--- src/common/lpci_map.svh ---
// Constants for the LPDDR pin command interface
// Assumes inclusion by the package and the design file
`ifndef LPCI_MAP_SVH
`define LPCI_MAP_SVH
`define LPCI_ADDR_W    14
`define LPCI_BANKS     4
`define LPCI_BA_W      2
`define LPCI_BYTES     2
`define LPCI_AP_BIT    10
`define LPCI_COL_W     2
`define LPCI_MEM_WORDS 16
`define LPCI_TEMP_W    8
`define LPCI_TEMP_LIM  8'h55
`define LPCI_CMD_LMR   3'h0
`define LPCI_CMD_REF   3'h1
`define LPCI_CMD_PRE   3'h2
`define LPCI_CMD_ACT   3'h3
`define LPCI_CMD_WR    3'h4
`define LPCI_CMD_RD    3'h5
`define LPCI_CMD_BST   3'h6
`define LPCI_CMD_NOP   3'h7
`endif

--- src/common/lpci_pkg.sv ---
// Types for the LPDDR pin command interface
// Assumes lpci_map.svh on the include path
`include "lpci_map.svh"
package lpci_pkg;
  typedef enum logic [1:0] {
    LPCI_RUN,
    LPCI_PDN_PRE,
    LPCI_PDN_ACT,
    LPCI_SREF
  } lpci_pwr_t;

  typedef struct packed {
    logic                    select_n;
    logic                    ras_n;
    logic                    cas_n;
    logic                    we_n;
    logic [`LPCI_BA_W-1:0]   ba;
    logic [`LPCI_ADDR_W-1:0] addr;
  } lpci_cmd_t;

  typedef struct packed {
    logic [8*`LPCI_BYTES-1:0] rise;
    logic [8*`LPCI_BYTES-1:0] fall;
  } lpci_beat_t;

  typedef struct packed {
    logic [`LPCI_BYTES-1:0] rise;
    logic [`LPCI_BYTES-1:0] fall;
  } lpci_lane_t;
endpackage : lpci_pkg

--- src/hdl/lpci_device.sv ---
// LPDDR device-side pin command and data interface
// Assumes pins already sampled in the clk domain; DDR beats arrive as rise/fall pairs
//
// Operation
// - Sample address and control on clock edge
// - Two data beats per clock cycle
// - Clock gate high runs clocks, buffers, drivers
// - Gate low enters precharge, self, active power-down
// - Clock gate sampled; self refresh exit also sampled on clock edge
// - Power-down disables all inputs except gate and die temperature
// - Select high masks every command
// - Command code from row, column, write strobes
// - Masked write beats are not stored
// - Mask captured on both strobe edges
// - Bank address selects target bank
// - Bank address picks mode register
// - Row on activate; column and autoprecharge on access
// - Precharge one bank or all by bit ten
// - Mode opcode from fourteen address bits
// - Read strobe edge-aligned; write strobe captures data
// - Temperature alarm high above threshold
`timescale 1ns/100ps
`default_nettype none
`include "lpci_map.svh"
module lpci_device
  import lpci_pkg::*;
(
  input  wire logic                                clk,
  input  wire logic                                rst,
  input  wire logic                                rank0_clock_gate,
  input  wire lpci_cmd_t                           cmd_in,
  input  wire lpci_beat_t                          dq_in,
  input  wire lpci_lane_t                          byte_write_mask,
  input  wire lpci_lane_t                          byte_data_strobe_in,
  input  wire logic [`LPCI_TEMP_W-1:0]             die_temp,
  output lpci_beat_t                               dq_out,
  output logic                                     dq_oe,
  output lpci_lane_t                               byte_data_strobe_out,
  output logic                                     byte_data_strobe_oe,
  output logic                                     core_clk_run,
  output logic                                     input_buf_en,
  output logic                                     out_drv_en,
  output lpci_pwr_t                                pwr_state,
  output logic [`LPCI_BANKS-1:0]                   bank_open,
  output logic [`LPCI_BANKS-1:0][`LPCI_ADDR_W-1:0] open_row,
  output logic [`LPCI_BANKS-1:0][`LPCI_ADDR_W-1:0] mode_regs,
  output logic                                     temp_alarm_out
);

  // ****************************************
  // Command decode
  // ****************************************
  function automatic logic [2:0] cmd_code(input lpci_cmd_t c);
    cmd_code = {c.ras_n, c.cas_n, c.we_n};
  endfunction : cmd_code

  function automatic logic [$clog2(`LPCI_MEM_WORDS)-1:0] mem_index(input lpci_cmd_t c);
    mem_index = {c.ba, c.addr[`LPCI_COL_W-1:0]};
  endfunction : mem_index

  lpci_pwr_t pwr_r;
  logic      cmd_ok;
  logic [2:0] code;
  logic      is_act;
  logic      is_rd;
  logic      is_wr;
  logic      is_pre;
  logic      is_lmr;
  logic      is_ref;

  assign code   = cmd_code(cmd_in);
  assign cmd_ok = (pwr_r == LPCI_RUN) && rank0_clock_gate && !cmd_in.select_n;
  assign is_act = cmd_ok && (code == `LPCI_CMD_ACT);
  assign is_rd  = cmd_ok && (code == `LPCI_CMD_RD);
  assign is_wr  = cmd_ok && (code == `LPCI_CMD_WR);
  assign is_pre = cmd_ok && (code == `LPCI_CMD_PRE);
  assign is_lmr = cmd_ok && (code == `LPCI_CMD_LMR);
  assign is_ref = (pwr_r == LPCI_RUN) && !cmd_in.select_n && (code == `LPCI_CMD_REF);

  // ****************************************
  // Power state
  // ****************************************
  always_ff @(posedge clk) begin
    if (rst) begin
      pwr_r <= LPCI_RUN;
    end else begin
      case (pwr_r)
        LPCI_RUN: begin
          if (!rank0_clock_gate) begin
            if (bank_open != '0) begin
              pwr_r <= LPCI_PDN_ACT;
            end else if (is_ref) begin
              pwr_r <= LPCI_SREF;
            end else begin
              pwr_r <= LPCI_PDN_PRE;
            end
          end
        end
        LPCI_PDN_PRE, LPCI_PDN_ACT: begin
          if (rank0_clock_gate) begin
            pwr_r <= LPCI_RUN;
          end
        end
        LPCI_SREF: begin
          if (rank0_clock_gate) begin
            pwr_r <= LPCI_RUN;
          end
        end
        default: pwr_r <= LPCI_RUN;
      endcase
    end
  end

  assign pwr_state    = pwr_r;
  assign core_clk_run = (pwr_r == LPCI_RUN) && rank0_clock_gate;
  assign input_buf_en = (pwr_r == LPCI_RUN);
  assign out_drv_en   = core_clk_run;

  // ****************************************
  // Bank state
  // ****************************************
  logic [`LPCI_BANKS-1:0]                   open_r;
  logic [`LPCI_BANKS-1:0][`LPCI_ADDR_W-1:0] row_r;

  always_ff @(posedge clk) begin
    if (rst) begin
      open_r <= '0;
    end else if (is_act) begin
      open_r[cmd_in.ba] <= 1'b1;
    end else if (is_pre) begin
      if (cmd_in.addr[`LPCI_AP_BIT]) begin
        open_r <= '0;
      end else begin
        open_r[cmd_in.ba] <= 1'b0;
      end
    end else if ((is_rd || is_wr) && cmd_in.addr[`LPCI_AP_BIT]) begin
      open_r[cmd_in.ba] <= 1'b0;
    end
  end

  always_ff @(posedge clk) begin
    if (rst) begin
      row_r <= '0;
    end else if (is_act) begin
      row_r[cmd_in.ba] <= cmd_in.addr;
    end
  end

  assign bank_open = open_r;
  assign open_row  = row_r;

  // ****************************************
  // Mode registers
  // ****************************************
  logic [`LPCI_BANKS-1:0][`LPCI_ADDR_W-1:0] mode_r;

  always_ff @(posedge clk) begin
    if (rst) begin
      mode_r <= '0;
    end else if (is_lmr) begin
      mode_r[cmd_in.ba] <= cmd_in.addr;
    end
  end

  assign mode_regs = mode_r;

  // ****************************************
  // Write path
  // ****************************************
  logic [2*8*`LPCI_BYTES-1:0] mem_r [`LPCI_MEM_WORDS];
  logic                                   wr_pend_r;
  logic [$clog2(`LPCI_MEM_WORDS)-1:0]     wr_idx_r;

  always_ff @(posedge clk) begin
    if (rst) begin
      wr_pend_r <= 1'b0;
      wr_idx_r  <= '0;
    end else begin
      wr_pend_r <= is_wr;
      if (is_wr) begin
        wr_idx_r <= mem_index(cmd_in);
      end
    end
  end

  always_ff @(posedge clk) begin
    if (wr_pend_r) begin
      for (int b = 0; b < `LPCI_BYTES; b++) begin
        if (byte_data_strobe_in.rise[b] && !byte_write_mask.rise[b]) begin
          mem_r[wr_idx_r][8*`LPCI_BYTES+8*b +: 8] <= dq_in.rise[8*b +: 8];
        end
        if (byte_data_strobe_in.fall[b] && !byte_write_mask.fall[b]) begin
          mem_r[wr_idx_r][8*b +: 8] <= dq_in.fall[8*b +: 8];
        end
      end
    end
  end

  // ****************************************
  // Read path
  // ****************************************
  lpci_beat_t dq_out_r;
  logic       rd_oe_r;

  always_ff @(posedge clk) begin
    if (rst) begin
      dq_out_r <= '0;
      rd_oe_r  <= 1'b0;
    end else begin
      rd_oe_r <= is_rd;
      if (is_rd) begin
        dq_out_r.rise <= mem_r[mem_index(cmd_in)][2*8*`LPCI_BYTES-1:8*`LPCI_BYTES];
        dq_out_r.fall <= mem_r[mem_index(cmd_in)][8*`LPCI_BYTES-1:0];
      end
    end
  end

  assign dq_out                    = dq_out_r;
  assign dq_oe                     = rd_oe_r && out_drv_en;
  assign byte_data_strobe_out      = {{`LPCI_BYTES{rd_oe_r}}, {`LPCI_BYTES{1'b0}}};
  assign byte_data_strobe_oe       = dq_oe;

  // ****************************************
  // Temperature alarm
  // ****************************************
  logic temp_r;

  always_ff @(posedge clk) begin
    if (rst) begin
      temp_r <= 1'b0;
    end else begin
      temp_r <= (die_temp > `LPCI_TEMP_LIM);
    end
  end

  assign temp_alarm_out = temp_r;

  // ****************************************
  // Checks
  // ****************************************
  cs_mask_a: assert property (@(posedge clk) disable iff (rst)
    cmd_in.select_n |=> $stable(open_r) && $stable(mode_r))
    else $error("Command taken while deselected");

  act_open_a: assert property (@(posedge clk) disable iff (rst)
    is_act |=> open_r[$past(cmd_in.ba)] && row_r[$past(cmd_in.ba)] == $past(cmd_in.addr))
    else $error("Activate did not open bank");

  pre_all_a: assert property (@(posedge clk) disable iff (rst)
    is_pre && cmd_in.addr[`LPCI_AP_BIT] |=> open_r == '0)
    else $error("Precharge all left a bank open");

  pre_one_a: assert property (@(posedge clk) disable iff (rst)
    is_pre && !cmd_in.addr[`LPCI_AP_BIT] |=>
      !open_r[$past(cmd_in.ba)] && ((open_r ^ $past(open_r)) & ~(4'h1 << $past(cmd_in.ba))) == '0)
    else $error("Single precharge touched other banks");

  lmr_load_a: assert property (@(posedge clk) disable iff (rst)
    is_lmr |=> mode_r[$past(cmd_in.ba)] == $past(cmd_in.addr))
    else $error("Mode register not loaded");

  pdn_enter_a: assert property (@(posedge clk) disable iff (rst)
    pwr_r == LPCI_RUN && !rank0_clock_gate && open_r != '0 |=> pwr_r == LPCI_PDN_ACT ##1
      (pwr_r == LPCI_PDN_ACT || pwr_r == LPCI_RUN))
    else $error("Active power-down not entered");

  sref_enter_a: assert property (@(posedge clk) disable iff (rst)
    pwr_r == LPCI_RUN && !rank0_clock_gate && open_r == '0 && is_ref |=> pwr_r == LPCI_SREF)
    else $error("Self refresh not entered");

  buf_off_a: assert property (@(posedge clk) disable iff (rst)
    pwr_r != LPCI_RUN |-> !input_buf_en && !core_clk_run && !dq_oe)
    else $error("Buffers live in power-down");

  rd_edge_a: assert property (@(posedge clk) disable iff (rst)
    is_rd ##1 rank0_clock_gate |-> byte_data_strobe_oe && byte_data_strobe_out.rise == 2'h3
      && byte_data_strobe_out.fall == 2'h0)
    else $error("Read strobe not edge aligned");

  wr_mask_rise_a: assert property (@(posedge clk) disable iff (rst)
    wr_pend_r && byte_write_mask.rise[0] |=>
      mem_r[$past(wr_idx_r)][8*`LPCI_BYTES +: 8] == $past(mem_r[wr_idx_r][8*`LPCI_BYTES +: 8]))
    else $error("Masked rise byte was written");

  wr_mask_fall_a: assert property (@(posedge clk) disable iff (rst)
    wr_pend_r && byte_write_mask.fall[0] |=>
      mem_r[$past(wr_idx_r)][0 +: 8] == $past(mem_r[wr_idx_r][0 +: 8]))
    else $error("Masked fall byte was written");

  auto_pre_a: assert property (@(posedge clk) disable iff (rst)
    (is_rd || is_wr) && cmd_in.addr[`LPCI_AP_BIT] |=> !open_r[$past(cmd_in.ba)])
    else $error("Auto precharge left bank open");

  temp_alarm_a: assert property (@(posedge clk) disable iff (rst)
    die_temp > `LPCI_TEMP_LIM ##1 die_temp > `LPCI_TEMP_LIM |-> temp_alarm_out)
    else $error("Temperature alarm missing");

  temp_clear_a: assert property (@(posedge clk) disable iff (rst)
    !(die_temp > `LPCI_TEMP_LIM) |=> !temp_alarm_out)
    else $error("Temperature alarm stuck high");

endmodule : lpci_device
`default_nettype wire

--- config.mk ---
export PLATFORM = sky130hd
export DESIGN_NAME = lpci_device
export DESIGN_NICKNAME = d
export VERILOG_FILES = /design/src/common/lpci_pkg.sv /design/src/hdl/lpci_device.sv
export VERILOG_INCLUDE_DIRS = /design/src /design/src/common
export SDC_FILE = /design/constraint.sdc
export NUM_CORES = 1
export LEC_CHECK = 0
export ABC_AREA = 1
export BUFFER_PORTS_ARGS = -buffer_cell sky130_fd_sc_hd__buf_2
export CAP_MARGIN = 20
export CORE_ASPECT_RATIO = 1.1
export CORE_MARGIN = 3
export CORE_UTILIZATION = 45
export CTS_CLUSTER_DIAMETER = 200
export DETAILED_ROUTE_END_ITERATION = 8
export GPL_ROUTABILITY_DRIVEN = 0
export GPL_TIMING_DRIVEN = 0
export HOLD_SLACK_MARGIN = 0.08
export PLACE_DENSITY = 0.64
export SLEW_MARGIN = 20
export SYNTH_ARGS = -nofsm -noshare
export SYNTH_HDL_FRONTEND = slang
export SYNTH_SLANG_ARGS = --single-unit
--- constraint.sdc ---
create_clock -name clk -period 2 [get_ports clk]
set_input_delay 0.4 -clock clk [delete_from_list [all_inputs] [get_ports clk]]
set_output_delay 0.4 -clock clk [all_outputs]
set_load 0.02 [all_outputs]
==> flow_summary.yaml <==
worst_hold_path:
  min_from: "cmd_in[19]"
  hold_class: "primary input to register"
sta:
  holdWs_ns: 0.117
  finalSetupTns_ns: -8.81
  drv_slew: 0
  maxSlewHeadroom_pct: 25.6
  fin_skew_ns: 0.0341
  setup_viol: 130
  tightest_slew_ns: 1.11
  layout_setup_ws_ns: -0.154
  clock.fmax_mhz: 464
  fin_crit_ns: 2.15
  rsz0062_at_grt: "yes"
  period_share_pct: 108
  hold_viol: 0
global_routing:
  grt_pass1_wl_um: 116000
  grt_start_max_net_pins: 17
  gr-total-overflow: 0
  antenna_found_initial: 2
  grt_usage_pct: 25.1
  grt_pass1_vias: 18900
logic_synthesis:
  synth_xor_area_share_pct: 0
  synth_area_leaders: "edfxtp_1 58%, dfxtp_1 12%, nor2_1 8.3%"
  synth_warnings: 0
  avgSynthCellArea_sq_um: 10.5
  netlist_area_sq_mm: 0.0265
  synth.area.mux_share_pct: 0
  yosysUniqueCellTypes: 25
  ys_ff_latch: 669
  netlist_instances: 2523
  ys_seq_area_share_pct: 69.8
  synth_top_family_by_area: "simple AND/OR/NAND/NOR gates"
  yosys.area_share.adder_pct: 0
  synth_top_cell_by_area: "edfxtp_1"
  synth_top_area_share_pct: 58.0
  synthSimpleGateAreaFrac_pct: 18.8
  synth_compound_area_share_pct: 7.37
pwr:
  seqPwrFrac_pct: 51.1
  cell_internal_pwr_uw: 22800
  ir_worst_vdd_mv: 0.584
  power_density_mw_per_mm2: 935
  power.leakage_uw: 0.0117
  pwr-share-clk_pct: 43.5
  switching_share_pct: 22.1
  p_switching_uw: 6470
  comb_power_share_pct: 5.4
routing:
  drc: 0
  vias: 19600
  firstDrtPassIters: 5
  ant_nets: 0
  drt-total-wl_um: 78800
  viasPerCell: 5.41
  drt-wirelength-per-cell_um: 21.7
  drtIter0Drc: 2269
setup_path:
  critPathArrivalTime_ns: 2.39
  crit-reg2reg-launch: "wr_idx_r[2]"
  critPathLaunchType: "register"
  critPathLaunch: "wr_idx_r[2]"
  critPathCaptureType: "register"
  worst-path-max-fanout: 8
  crit_type: "register to register"
  required_ns: 2.24
final_layout:
  drive_gt1_share_pct: 18.0
  layout_commonest_cell: "nor2_1"
  n_fill_cell: 4960
  final_cell_mix: "527 x nor2_1, 512 x edfxtp_1, 500 x nand2_1"
  layout.nets: 2897
  syn_to_final_growth_pct: 18.1
place:
  place_hpwl_um: 53800
  dp_slack_ns: -0.541
  port_buffers: 213
clocking:
  clock_latency_ns: 0.62
  cts.sinks: 669
  clock_path_buffers: 3
  clk_pin_slew_ns: 0.06
  cts_inserted_buffers: 68
  cts_tree: "done"
  root_buffer: "clkbuf_16"
  cts-htree-levels: 3
floorplan:
  core_area_sq_mm: 0.0578
  die-height_um: 261
  die_x_um: 237
  rows: 92
  num_io_pins: 231
  start_util_pct: 45.9
  dieArea_sq_mm: 0.0619
status:
  status: "complete, but fails checks"
  violations: "negative setup slack"
run:
  cap_violations: 0
[cell usage after synthesis]
master and instances:
nor2_1 589, edfxtp_1 512, nand2_1 500, o21ai_0 263, dfxtp_1 157, nand3_1 129
clkbuf_1 66, a21oi_1 61, buf_2 54, o21ai_1 54, inv_1 52, buf_4 21
inv_2 11, nor2_4 11, buf_6 10, buf_1 8, a21oi_2 7, nor3_1 5
nand3b_1 4, nor2_2 3, nand3_4 2, and3_2 1, clkinv_1 1, conb_1 1
nand2_4 1
[repair_timing]
action                                  CTS  global route
endpoints found under the setup margin  454           465
pin swaps                                 3             7
hold buffers                              3             0
gates resized for setup                  50            61
hold endpoints to repair                  3             0
buffers inserted                          3            13
[area by class of cell]
type	count	area, sq um	share of cell area [%]
Clock inverter	22	233	0.743
Multi-Input combinational cell	1632	7290	23.3
Timing Repair Buffer	232	1280	4.09
Clock buffer	99	2000	6.37
Antenna cell	1	2.50	0.00799
Sequential cell	669	18500	59.1
Buffer	159	825	2.63
Inverter	64	240	0.767
Tap cell	752	941	3.00
[routing by layer]
layer	share of wire (%)	vias to the layer above	routed length, um	GRT usage, %
met2	48	945	37900	41.9
met5	0.022	-	17	0
met1	40	9439	31800	32.9
met3	8.7	139	6820	4.49
met4	2.9	2	2250	9.62
li1	-	9120	-	-
[cell families (layout without fill, tap and decap cells)]
logic type,Yosys count,count (layout)
and+or+nand+nor,1245,1245
other,1,3
AOI/OAI and AO/OA,385,385
buffers and inverters,223,576
DFF,669,669
[flip-flops by register name, indices dropped and copies added (netlist names)]
register and count:
mem_r 512, open_row 56, dq_out 32, pwr_state 2
temp_alarm_out 1, rd_oe_r 1, wr_idx_r 4, wr_pend_r 1
bank_open 4, mode_regs 56
[power groups by stage]
stage | Sequential [uW] | Combinational (uW) | Clock, uW
finish | 15000 | 1580 | 12700
detailed placement | 15300 | 1540 | 0
global route | 15000 | 1720 | 13400
global placement | 15300 | 1510 | 0
floorplan | 15300 | 797 | 0
CTS | 15000 | 1560 | 12900
[final timing paths]
path	end	slack, ns	cells after the start
max	mem_r[6][14]	-0.15	4
min	pwr_state[1]	0.12	4
max reg2reg	mem_r[6][14]	-0.15	4
min reg2reg	open_row[23]	0.46	2
[critical path, stage by stage (launching register included)]
cell and delay [ns]:
dfxtp_1 0.46, inv_1 0.07, nor2_1 0.28, nand2_1 0.43, nor2_2 0.54
[stage by stage]
step	util [%]	instances	instance area [sq um]	total power, uW
2_1_floorplan	-	2524	26500	16100
3_3_place_gp	49.4	3489	28500	16800
3_5_place_dp	49.4	3489	28500	16800
4_1_cts	53.6	3616	31000	29400
5_1_grt	54.2	3629	31300	30100
6_report	54.2	3630	31300	29300
No activity file was read; power rests on OpenSTA's default activity.
